### config.mk
export PLATFORM = sky130hd
export DESIGN_NAME = converter_output_clock_config
export DESIGN_NICKNAME = d
export VERILOG_FILES = /design/src/logic/conv_cfg_pkg.sv /design/src/logic/converter_output_clock_config.sv /design/src/logic/sync_pulse_gate.sv
export SDC_FILE = /design/constraint.sdc
export NUM_CORES = 1
export LEC_CHECK = 0
export BUFFER_PORTS_ARGS = -buffer_cell sky130_fd_sc_hd__buf_4
export CAP_MARGIN = 20
export CORE_UTILIZATION = 40
export DETAILED_ROUTE_END_ITERATION = 7
export GPL_ROUTABILITY_DRIVEN = 0
export PLACE_DENSITY = 0.64
export SLEW_MARGIN = 20
export SYNTH_ARGS = -nofsm -noshare
export SYNTH_HDL_FRONTEND = slang
export SYNTH_HIERARCHICAL = 1
export SYNTH_SLANG_ARGS = --single-unit
### constraint.sdc
create_clock -name clk -period 22.9 [get_ports clk]
set_input_delay 0 -clock clk [delete_from_list [all_inputs] [get_ports clk]]
set_output_delay 0 -clock clk [all_outputs]
set_load 0.01 [all_outputs]
### src/logic/conv_cfg_pkg.sv
// constants for the converter output and clock configuration bank
// Functional notes
// - output mode register drives drive, type, enable_n, invert and number format; resets zero.
// - phase field delays divider clock by coded input cycles; bit 7 inverts output clock.
// - output clock delay is 2500 ps times five-bit code over 31.
// - self-test signature readable as low and high bytes; both zero after reset.
// - sync has no effect unless master sync enable bit 0 is set.
// - master and divider enables set pass every sync pulse to the divider.
// - next-sync-only passes first pulse, then divider enable clears itself.
package conv_cfg_pkg;
  localparam logic [8:0] ADDR_OUT_FMT = 9'h014;
  localparam logic [8:0] ADDR_CLK_PHASE = 9'h016;
  localparam logic [8:0] ADDR_CLK_DELAY = 9'h017;
  localparam logic [8:0] ADDR_REF_SEL = 9'h018;
  localparam logic [8:0] ADDR_SIG_LO = 9'h024;
  localparam logic [8:0] ADDR_SIG_HI = 9'h025;
  localparam logic [8:0] ADDR_DITHER = 9'h030;
  localparam logic [8:0] ADDR_SYNC = 9'h100;
  localparam logic [7:0] RST_OUT_FMT = 8'h00;
  localparam logic [7:0] RST_CLK_PHASE = 8'h00;
  localparam logic [7:0] RST_CLK_DELAY = 8'h00;
  localparam logic [7:0] RST_REF_SEL = 8'hc0;
  localparam logic [7:0] RST_DITHER = 8'h00;
  localparam logic [7:0] RST_SYNC = 8'h00;
  localparam logic [15:0] RST_SIG = 16'h0000;
  localparam logic [7:0] MASK_OUT_FMT = 8'hd7;
  localparam logic [7:0] MASK_CLK_PHASE = 8'h87;
  localparam logic [7:0] MASK_CLK_DELAY = 8'h1f;
  localparam logic [7:0] MASK_REF_SEL = 8'hc0;
  localparam logic [7:0] MASK_DITHER = 8'h10;
  localparam logic [7:0] MASK_SYNC = 8'h07;
  localparam int BIT_DRIVE = 7;
  localparam int BIT_TYPE = 6;
  localparam int BIT_OE_N = 4;
  localparam int BIT_INVERT = 2;
  localparam int BIT_CLK_INV = 7;
  localparam int BIT_DITHER = 4;
  localparam int BIT_MASTER = 0;
  localparam int BIT_DIV_EN = 1;
  localparam int BIT_NEXT_ONLY = 2;
  localparam logic [1:0] FMT_OFFSET = 2'h0;
  localparam logic [1:0] FMT_TWOS = 2'h1;
  localparam logic [1:0] FMT_GRAY = 2'h2;
  localparam int DELAY_FULL_PS = 2500;
  localparam int DELAY_STEPS = 31;
  typedef enum logic [1:0] {FMT_SEL_OFFSET, FMT_SEL_TWOS, FMT_SEL_GRAY, FMT_SEL_RSVD} fmt_sel_e;
endpackage

### src/logic/converter_output_clock_config.sv
// register bank for output format, clock phase, clock delay and sync control
`timescale 1ns/1ps
`default_nettype none
module converter_output_clock_config (
  input wire logic clk,
  input wire logic rst,
  input wire logic [8:0] reg_addr,
  input wire logic reg_wr,
  input wire logic reg_rd,
  input wire logic [7:0] reg_wdata,
  output logic [7:0] reg_rdata,
  input wire logic [15:0] self_test_sig,
  input wire logic self_test_sig_valid,
  input wire logic sync_pin,
  output logic drive_reduced,
  output logic output_differential,
  output logic output_enable_n,
  output logic output_invert,
  output logic [1:0] number_format,
  output logic [2:0] divider_phase_adjust,
  output logic output_data_clock_invert,
  output logic [4:0] output_data_clock_delay,
  output logic [11:0] output_data_clock_delay_ps,
  output logic [1:0] reference_level,
  output logic noise_injection_enable,
  output logic divider_sync_pulse
);
  typedef struct packed {
    logic [7:0] out_fmt;
    logic [7:0] clk_phase;
    logic [7:0] clk_delay;
    logic [7:0] ref_sel;
    logic [7:0] dither;
    logic [7:0] sync_ctl;
    logic [15:0] sig;
    logic [7:0] rdata;
    logic [11:0] delay_ps;
  } bank_s;
  bank_s st_reg, st_next;
  logic div_sync;
  logic auto_clear;
  logic [7:0] rd_mux;
  logic [16:0] prod;

  sync_pulse_gate sync_pulse_gate_i (
    .clk(clk),
    .rst(rst),
    .sync_pin(sync_pin),
    .master_en(st_reg.sync_ctl[conv_cfg_pkg::BIT_MASTER]),
    .div_en(st_reg.sync_ctl[conv_cfg_pkg::BIT_DIV_EN]),
    .next_only(st_reg.sync_ctl[conv_cfg_pkg::BIT_NEXT_ONLY]),
    .div_sync(div_sync),
    .auto_clear(auto_clear)
  );

  ////////////////////////////////////////////////////////////////////////////
  always_comb begin
    st_next = st_reg;
    rd_mux = 8'h00;
    case (reg_addr)
      conv_cfg_pkg::ADDR_OUT_FMT: rd_mux = st_reg.out_fmt;
      conv_cfg_pkg::ADDR_CLK_PHASE: rd_mux = st_reg.clk_phase;
      conv_cfg_pkg::ADDR_CLK_DELAY: rd_mux = st_reg.clk_delay;
      conv_cfg_pkg::ADDR_REF_SEL: rd_mux = st_reg.ref_sel;
      conv_cfg_pkg::ADDR_SIG_LO: rd_mux = st_reg.sig[7:0];
      conv_cfg_pkg::ADDR_SIG_HI: rd_mux = st_reg.sig[15:8];
      conv_cfg_pkg::ADDR_DITHER: rd_mux = st_reg.dither;
      conv_cfg_pkg::ADDR_SYNC: rd_mux = st_reg.sync_ctl;
      default: rd_mux = 8'h00;
    endcase
    if (reg_rd) begin
      st_next.rdata = rd_mux;
    end
    if (self_test_sig_valid) begin
      st_next.sig = self_test_sig;
    end
    if (reg_wr) begin
      case (reg_addr)
        conv_cfg_pkg::ADDR_OUT_FMT: begin
          st_next.out_fmt = reg_wdata & conv_cfg_pkg::MASK_OUT_FMT;
        end
        conv_cfg_pkg::ADDR_CLK_PHASE: begin
          st_next.clk_phase = reg_wdata & conv_cfg_pkg::MASK_CLK_PHASE;
        end
        conv_cfg_pkg::ADDR_CLK_DELAY: begin
          st_next.clk_delay = reg_wdata & conv_cfg_pkg::MASK_CLK_DELAY;
        end
        conv_cfg_pkg::ADDR_REF_SEL: begin
          st_next.ref_sel = reg_wdata & conv_cfg_pkg::MASK_REF_SEL;
        end
        conv_cfg_pkg::ADDR_DITHER: begin
          st_next.dither = reg_wdata & conv_cfg_pkg::MASK_DITHER;
        end
        conv_cfg_pkg::ADDR_SYNC: begin
          st_next.sync_ctl = reg_wdata & conv_cfg_pkg::MASK_SYNC;
        end
        default: st_next.sync_ctl = st_next.sync_ctl;
      endcase
    end
    // self clear wins over a simultaneous write: the sync already happened
    if (auto_clear) begin
      st_next.sync_ctl[conv_cfg_pkg::BIT_DIV_EN] = 1'b0;
    end
    // nearest integer ps; the divisor is odd, so no ties to break
    prod = 17'(st_next.clk_delay[4:0]) * 17'(conv_cfg_pkg::DELAY_FULL_PS)
      + 17'(conv_cfg_pkg::DELAY_STEPS / 2);
    st_next.delay_ps = 12'(prod / 17'(conv_cfg_pkg::DELAY_STEPS));
  end

  always_ff @(posedge clk) begin
    if (rst) begin
      st_reg.out_fmt <= conv_cfg_pkg::RST_OUT_FMT;
      st_reg.clk_phase <= conv_cfg_pkg::RST_CLK_PHASE;
      st_reg.clk_delay <= conv_cfg_pkg::RST_CLK_DELAY;
      st_reg.ref_sel <= conv_cfg_pkg::RST_REF_SEL;
      st_reg.dither <= conv_cfg_pkg::RST_DITHER;
      st_reg.sync_ctl <= conv_cfg_pkg::RST_SYNC;
      st_reg.sig <= conv_cfg_pkg::RST_SIG;
      st_reg.rdata <= 8'h00;
      st_reg.delay_ps <= 12'h000;
    end else begin
      st_reg <= st_next;
    end
  end

  ////////////////////////////////////////////////////////////////////////////
  assign reg_rdata = st_reg.rdata;
  assign drive_reduced = st_reg.out_fmt[conv_cfg_pkg::BIT_DRIVE];
  assign output_differential = st_reg.out_fmt[conv_cfg_pkg::BIT_TYPE];
  assign output_enable_n = st_reg.out_fmt[conv_cfg_pkg::BIT_OE_N];
  assign output_invert = st_reg.out_fmt[conv_cfg_pkg::BIT_INVERT];
  // code 10 is gray, 11 passed through as reserved
  assign number_format = st_reg.out_fmt[1:0];
  assign divider_phase_adjust = st_reg.clk_phase[2:0];
  assign output_data_clock_invert = st_reg.clk_phase[conv_cfg_pkg::BIT_CLK_INV];
  assign output_data_clock_delay = st_reg.clk_delay[4:0];
  assign output_data_clock_delay_ps = st_reg.delay_ps;
  assign reference_level = st_reg.ref_sel[7:6];
  assign noise_injection_enable = st_reg.dither[conv_cfg_pkg::BIT_DITHER];
  assign divider_sync_pulse = div_sync;

  ////////////////////////////////////////////////////////////////////////////
  a_fmt_reset: assert property (@(posedge clk) disable iff (rst)
    $past(rst) |-> number_format == 2'h0 && output_enable_n == 1'b0)
    else $error("format not zero after reset");
  a_reset_bank: assert property (@(posedge clk) disable iff (rst)
    $past(rst) |-> st_reg.out_fmt == conv_cfg_pkg::RST_OUT_FMT
      && st_reg.clk_phase == conv_cfg_pkg::RST_CLK_PHASE
      && st_reg.clk_delay == conv_cfg_pkg::RST_CLK_DELAY
      && st_reg.ref_sel == conv_cfg_pkg::RST_REF_SEL
      && st_reg.dither == conv_cfg_pkg::RST_DITHER
      && st_reg.sync_ctl == conv_cfg_pkg::RST_SYNC
      && st_reg.sig == conv_cfg_pkg::RST_SIG)
    else $error("bank not at reset values");
  a_fmt_write: assert property (@(posedge clk) disable iff (rst)
    (reg_wr && reg_addr == conv_cfg_pkg::ADDR_OUT_FMT) |=>
    number_format == $past(reg_wdata[1:0])) else $error("format write lost");
  a_mode_bits: assert property (@(posedge clk) disable iff (rst)
    (reg_wr && reg_addr == conv_cfg_pkg::ADDR_OUT_FMT) |=>
    output_enable_n == $past(reg_wdata[conv_cfg_pkg::BIT_OE_N])
      && drive_reduced == $past(reg_wdata[conv_cfg_pkg::BIT_DRIVE])
      && output_differential == $past(reg_wdata[conv_cfg_pkg::BIT_TYPE])
      && output_invert == $past(reg_wdata[conv_cfg_pkg::BIT_INVERT]))
    else $error("output mode bits lost");
  // a same-cycle write must not leak into the read path
  a_rd_old: assert property (@(posedge clk) disable iff (rst)
    (reg_rd && reg_wr && reg_addr == conv_cfg_pkg::ADDR_OUT_FMT) |=>
    reg_rdata == $past(st_reg.out_fmt)) else $error("read showed new value");
  a_bank_masked: assert property (@(posedge clk) disable iff (rst)
    (st_reg.out_fmt & ~conv_cfg_pkg::MASK_OUT_FMT) == 8'h00
      && (st_reg.clk_phase & ~conv_cfg_pkg::MASK_CLK_PHASE) == 8'h00
      && (st_reg.clk_delay & ~conv_cfg_pkg::MASK_CLK_DELAY) == 8'h00
      && (st_reg.sync_ctl & ~conv_cfg_pkg::MASK_SYNC) == 8'h00)
    else $error("reserved bits set");
  a_phase_write: assert property (@(posedge clk) disable iff (rst)
    (reg_wr && reg_addr == conv_cfg_pkg::ADDR_CLK_PHASE) |=>
    divider_phase_adjust == $past(reg_wdata[2:0])
      && output_data_clock_invert == $past(reg_wdata[conv_cfg_pkg::BIT_CLK_INV]))
    else $error("phase write lost");
  a_phase_hold: assert property (@(posedge clk) disable iff (rst)
    !(reg_wr && reg_addr == conv_cfg_pkg::ADDR_CLK_PHASE) |=> $stable(divider_phase_adjust))
    else $error("phase changed without write");
  a_delay_full: assert property (@(posedge clk) disable iff (rst)
    (reg_wr && reg_addr == conv_cfg_pkg::ADDR_CLK_DELAY && reg_wdata[4:0] == 5'h1f) |=>
    output_data_clock_delay_ps == 12'h9c4) else $error("full delay not 2500 ps");
  a_delay_zero: assert property (@(posedge clk) disable iff (rst)
    output_data_clock_delay == 5'h00 |-> output_data_clock_delay_ps == 12'h000)
    else $error("zero code gives delay");
  // fixed points of the delay line: truncation would give 80 ps for code one
  a_delay_one: assert property (@(posedge clk) disable iff (rst)
    output_data_clock_delay == 5'h01 |-> output_data_clock_delay_ps == 12'h051)
    else $error("code one not 81 ps");
  a_delay_two: assert property (@(posedge clk) disable iff (rst)
    output_data_clock_delay == 5'h02 |-> output_data_clock_delay_ps == 12'h0a1)
    else $error("code two not 161 ps");
  a_delay_thirty: assert property (@(posedge clk) disable iff (rst)
    output_data_clock_delay == 5'h1e |-> output_data_clock_delay_ps == 12'h973)
    else $error("code thirty not 2419 ps");
  a_ref_write: assert property (@(posedge clk) disable iff (rst)
    (reg_wr && reg_addr == conv_cfg_pkg::ADDR_REF_SEL) |=>
    reference_level == $past(reg_wdata[7:6])) else $error("reference write lost");
  a_dither_write: assert property (@(posedge clk) disable iff (rst)
    (reg_wr && reg_addr == conv_cfg_pkg::ADDR_DITHER) |=>
    noise_injection_enable == $past(reg_wdata[conv_cfg_pkg::BIT_DITHER]))
    else $error("dither write lost");
  a_sig_capture: assert property (@(posedge clk) disable iff (rst)
    self_test_sig_valid |=> st_reg.sig == $past(self_test_sig))
    else $error("signature not captured");
  a_sig_read_lo: assert property (@(posedge clk) disable iff (rst)
    (reg_rd && reg_addr == conv_cfg_pkg::ADDR_SIG_LO) |=> reg_rdata == $past(st_reg.sig[7:0]))
    else $error("signature low byte wrong");
  a_sig_read_hi: assert property (@(posedge clk) disable iff (rst)
    (reg_rd && reg_addr == conv_cfg_pkg::ADDR_SIG_HI) |=> reg_rdata == $past(st_reg.sig[15:8]))
    else $error("signature high byte wrong");
  a_sig_ro: assert property (@(posedge clk) disable iff (rst)
    (!self_test_sig_valid) |=> st_reg.sig == $past(st_reg.sig))
    else $error("signature changed by write");
  a_rdata_hold: assert property (@(posedge clk) disable iff (rst)
    !reg_rd |=> $stable(reg_rdata)) else $error("read data not held");
  a_gray_code: assert property (@(posedge clk) disable iff (rst)
    (reg_wr && reg_addr == conv_cfg_pkg::ADDR_OUT_FMT && reg_wdata[1:0] == conv_cfg_pkg::FMT_GRAY)
    |=> number_format == conv_cfg_pkg::FMT_GRAY) else $error("gray code not held");
  a_master_gate: assert property (@(posedge clk) disable iff (rst)
    !st_reg.sync_ctl[0] [*3] |-> !divider_sync_pulse) else $error("sync without master");
  a_div_gate: assert property (@(posedge clk) disable iff (rst)
    !st_reg.sync_ctl[conv_cfg_pkg::BIT_DIV_EN] [*2] |-> !divider_sync_pulse)
    else $error("sync passed with divider enable clear");
  a_pulse_width: assert property (@(posedge clk) disable iff (rst)
    divider_sync_pulse |=> !divider_sync_pulse) else $error("sync pulse too long");
  a_one_shot: assert property (@(posedge clk) disable iff (rst)
    auto_clear |=> !st_reg.sync_ctl[conv_cfg_pkg::BIT_DIV_EN]) else $error("enable not cleared");
  a_clr_once: assert property (@(posedge clk) disable iff (rst)
    auto_clear |=> !auto_clear) else $error("divider enable cleared twice");
  c_cont_sync: cover property (@(posedge clk) disable iff (rst)
    divider_sync_pulse ##[1:20] divider_sync_pulse);
  c_one_shot: cover property (@(posedge clk) disable iff (rst) auto_clear);
  c_sig_read: cover property (@(posedge clk) disable iff (rst)
    reg_rd && reg_addr == conv_cfg_pkg::ADDR_SIG_LO);
  c_gray_sel: cover property (@(posedge clk) disable iff (rst)
    number_format == conv_cfg_pkg::FMT_GRAY);
  c_phase_max: cover property (@(posedge clk) disable iff (rst) divider_phase_adjust == 3'h7);
endmodule
`default_nettype wire

### src/logic/sync_pulse_gate.sv
// sync pulse gating toward the clock divider
`timescale 1ns/1ps
`default_nettype none
module sync_pulse_gate (
  input wire logic clk,
  input wire logic rst,
  input wire logic sync_pin,
  input wire logic master_en,
  input wire logic div_en,
  input wire logic next_only,
  output logic div_sync,
  output logic auto_clear
);
  typedef struct packed {
    logic s1;
    logic s2;
    logic s3;
    logic pulse;
    logic clr;
  } gate_s;
  gate_s st_reg, st_next;
  logic rise;
  always_comb begin
    st_next = st_reg;
    st_next.s1 = sync_pin;
    st_next.s2 = st_reg.s1;
    st_next.s3 = st_reg.s2;
    rise = st_reg.s2 & ~st_reg.s3;
    st_next.pulse = rise & master_en & div_en;
    st_next.clr = rise & master_en & div_en & next_only;
  end
  always_ff @(posedge clk) begin
    if (rst) begin
      st_reg <= '0;
    end else begin
      st_reg <= st_next;
    end
  end
  assign div_sync = st_reg.pulse;
  assign auto_clear = st_reg.clr;
  a_sync_gated: assert property (@(posedge clk) disable iff (rst)
    div_sync |-> $past(master_en)) else $error("sync passed without master enable");
  a_sync_pass: assert property (@(posedge clk) disable iff (rst)
    (rise && master_en && div_en) |=> div_sync) else $error("sync pulse lost");
endmodule
`default_nettype wire

==> run metrics <==
status finished clean; max incr delay on CP 0.72 ns; first drt pass iteration count 5; YS warnings 6; Total Neg Setup Slack 0 ns; distinct cell type count after synthesis roughly 130; nets 1105; Core Area about 19000 µm²; postcts setup bufs 0; remaining global-route overflow 0; HPWL Detailed roughly 17 mm; Int Pwr between 0.0002 and 0.00025 W; power per cell area roughly 34 nW/µm²; IO Port Bufs between 70 and 80; Max-cap violations 0; crit path DAT between 15 and 20 ns; sw frac 25.31%; Detailed Route WL around 22 mm; Worst Tran Pin Value ~1.0 ns; Clock Sinks 62; Die W ~140 µm; RSZ-0062 raised after global routing false; Top FF cell, synth dfxtp_1; leading area contributor after synthesis dfxtp_1; top cell type's share of synthesized area 15.92%; CP max FO 13; Clock Skew 0.005644 ns; CP Data Required Time approximately 23 ns; crit end category flip-flop; synth-to-layout area growth 13.67%; VDD IR max 36.55 µV; net count after synthesis roughly 1.1k; final instance area between 8000 and 9000 µm²; Global Route Usage Sum 22.26%; GR Util met1 30.50%; power share of the combinational group a little under an eighth; # rows 50; fin util between 40 and 50%; H-tree depth 3; Crit Path Category in -> reg; M3 GR Usage between 2 and 3%; max-slew violations 0; post-synthesis sequential area ratio about 16%; initial core utilization 41.27%; Post-synth ARST share 0%; Slowest-stage cell, CP xor2_1; DR iter-0 viols 537; fin crit period roughly 15 ns; initial antenna violation count 0; Tcrit/Tclk final 65.37%; Max Clock Freq around 67 MHz; Routed Antenna Nets 0; syn avg cell area approximately 7.9 µm²; largest net degree at the start of global routing 64; Clock Path Buffers 2; latest clock arrival within the worst-skew pair 0.34 ns; post-cts sizing count 0; Post-DP Area a little over 8000 µm²; NetSw between 0.00007 and 0.00008 W; full die area between 20000 and 25000 µm²; CTS tree built; Setup Viol. Count Final 0; #FFs+latches synth 62; global-route wire length before repair about 37 mm; Worst-path clk slew roughly 0.06 ns; Mapped Area a little under 8000 µm²; Leak about 3.5 nW; Largest register FFs 19; vias in the first global route around 7.2k; drt wl/cell around 17 µm; busiest grt layer met2; synthesized instance count a little under 1k; Hold Fails Final Rpt 0; ranking of synthesized cells by area dfxtp_1 16%, ha_1 5.0%, a21oi_1 4.7%; drt drc 0; EDFF count, synth 0; via count 7779; die height approximately 140 µm; HP Class in -> reg; vias per cell approximately 6; Clk pwr share about half; M2 GR Usage around 36%; slew margin rel. 29.62%; total CTS buffers 9; Most Frequent Cell on Critical Path ha_1; Flop pwr share a little under two fifths; root buffer cell clkbuf_16; io pins 78; Startpoint Class input port; layout cells sized above 1 a little under a fifth; Inserted Diodes 0
==> stage by stage <==
| stage | std cells | total power [W] | worst slack [ns] | hold slack, ns |
|---|---|---|---|---|
| 5_1_grt | 1298 | 0.0003083 | 6.642 | 0.04411 |
| 6_report | 1298 | 0.0002996 | 7.931 | 0.04388 |
| 3_5_place_dp | 1258 | 0.0001448 | 7.815 | 0.2167 |
| 2_1_floorplan | 990 | 0.0001342 | 10.73 | 0.07161 |
| 3_3_place_gp | 1258 | 0.0001445 | 7.799 | 0.2297 |
| 4_1_cts | 1298 | 0.0003007 | 8.060 | 0.03549 |
==> power by group through the flow <==
stage                logic, W  clock network [W]  registers, W
floorplan           0.0000208                  0      0.000113
global placement    0.0000308                  0      0.000114
detailed placement  0.0000311                  0      0.000114
CTS                 0.0000346           0.000155      0.000111
global route        0.0000379           0.000159      0.000112
finish              0.0000349           0.000153      0.000111
==> final cells by class <==
type                            count  area, µm²
Clock buffer                        9      225.2
Clock inverter                      7      105.1
Fill cell                        1866      10030
Inverter                           30      112.6
Multi-Input combinational cell    825       6006
Sequential cell                    62       1241
Tap cell                          260      325.3
Timing Repair Buffer              105      848.3
==> critical path: cells and delay by family <==
family                   cells  cell delay (ns)
AO/OA/AOI/OAI               22             6.54
AND/OR/NAND/NOR              9             3.19
adder cells (fa/ha/maj)      6             1.93
multiplexers                 5             1.72
XOR/XNOR                     2             1.27
buffers and inverters        5             0.45
==> kinds of logic after synthesis <==
kind of cell	count (synthesis)	share of synthesized area [%]
adder cells (fa/ha/maj)	33	5.488
XOR/XNOR	37	4.702
buffers and inverters	103	7.060
AO/OA/AOI/OAI	325	33.73
flip-flops	62	15.92
multiplexers	54	7.798
AND/OR/NAND/NOR	376	25.30
==> per-layer routing <==
metal | up-vias | routed length [µm]
li1 | 3847 | -
met1 | 3635 | 10570
met2 | 257 | 9970
met3 | 40 | 1223
met4 | 0 | 451
met5 | - | 0
==> cells in the mapped netlist, types with 27 or more instances <==
master / instances
nand3_1: 32
nor2_1: 98
o21ai_0: 27
ha_1: 31
dfxtp_1: 62
buf_4: 36
mux2i_1: 35
nor3_1: 28
a21oi_1: 74
nand2_1: 85
inv_1: 30
==> worst paths after layout <==
path,start,endpoint,slack [ns],depth (start not counted)
max reg2reg,output_data_clock_delay[4]$_SDFF_PP0_,output_data_clock_delay_ps[0]$_SDFF_PP0_,8.60,46
max,reg_addr[3],output_data_clock_delay_ps[0]$_SDFF_PP0_,7.93,49
min reg2reg,sync_pulse_gate_i/auto_clear$_SDFF_PP0_,st_reg[37]$_SDFFE_PP0P_,0.40,1
min,reg_wr,number_format[0]$_SDFFE_PP0P_,0.04,3
==> cells in the final DEF, fill, tap and decap left out, types with 10 or more instances in the layout <==
master         synthesis  layout
a211oi_1              13      13
a21oi_1               74      74
a31oi_1               15      15
and2_1                18      18
and3_1                14      14
buf_4                 36      81
dfxtp_1               62      62
dlygate4sd3_1          0      24
ha_1                  31      31
inv_1                 30      30
mux2_2                12      12
mux2i_1               35      35
nand2_1               85      85
nand3_1               32      32
nand4_1               14      14
nor2_1                98      98
nor2b_1               10      10
nor3_1                28      28
o21ai_0               27      27
xnor2_1               21      21
xor2_1                12      12
==> timing repair <==
item / 4_1_cts / 5_1_grt
hold endpoints to repair: 32 / 0
setup endpoints to repair: 0 / 0
hold buffers: 24 / 0
(Power assumes the default switching activity.)
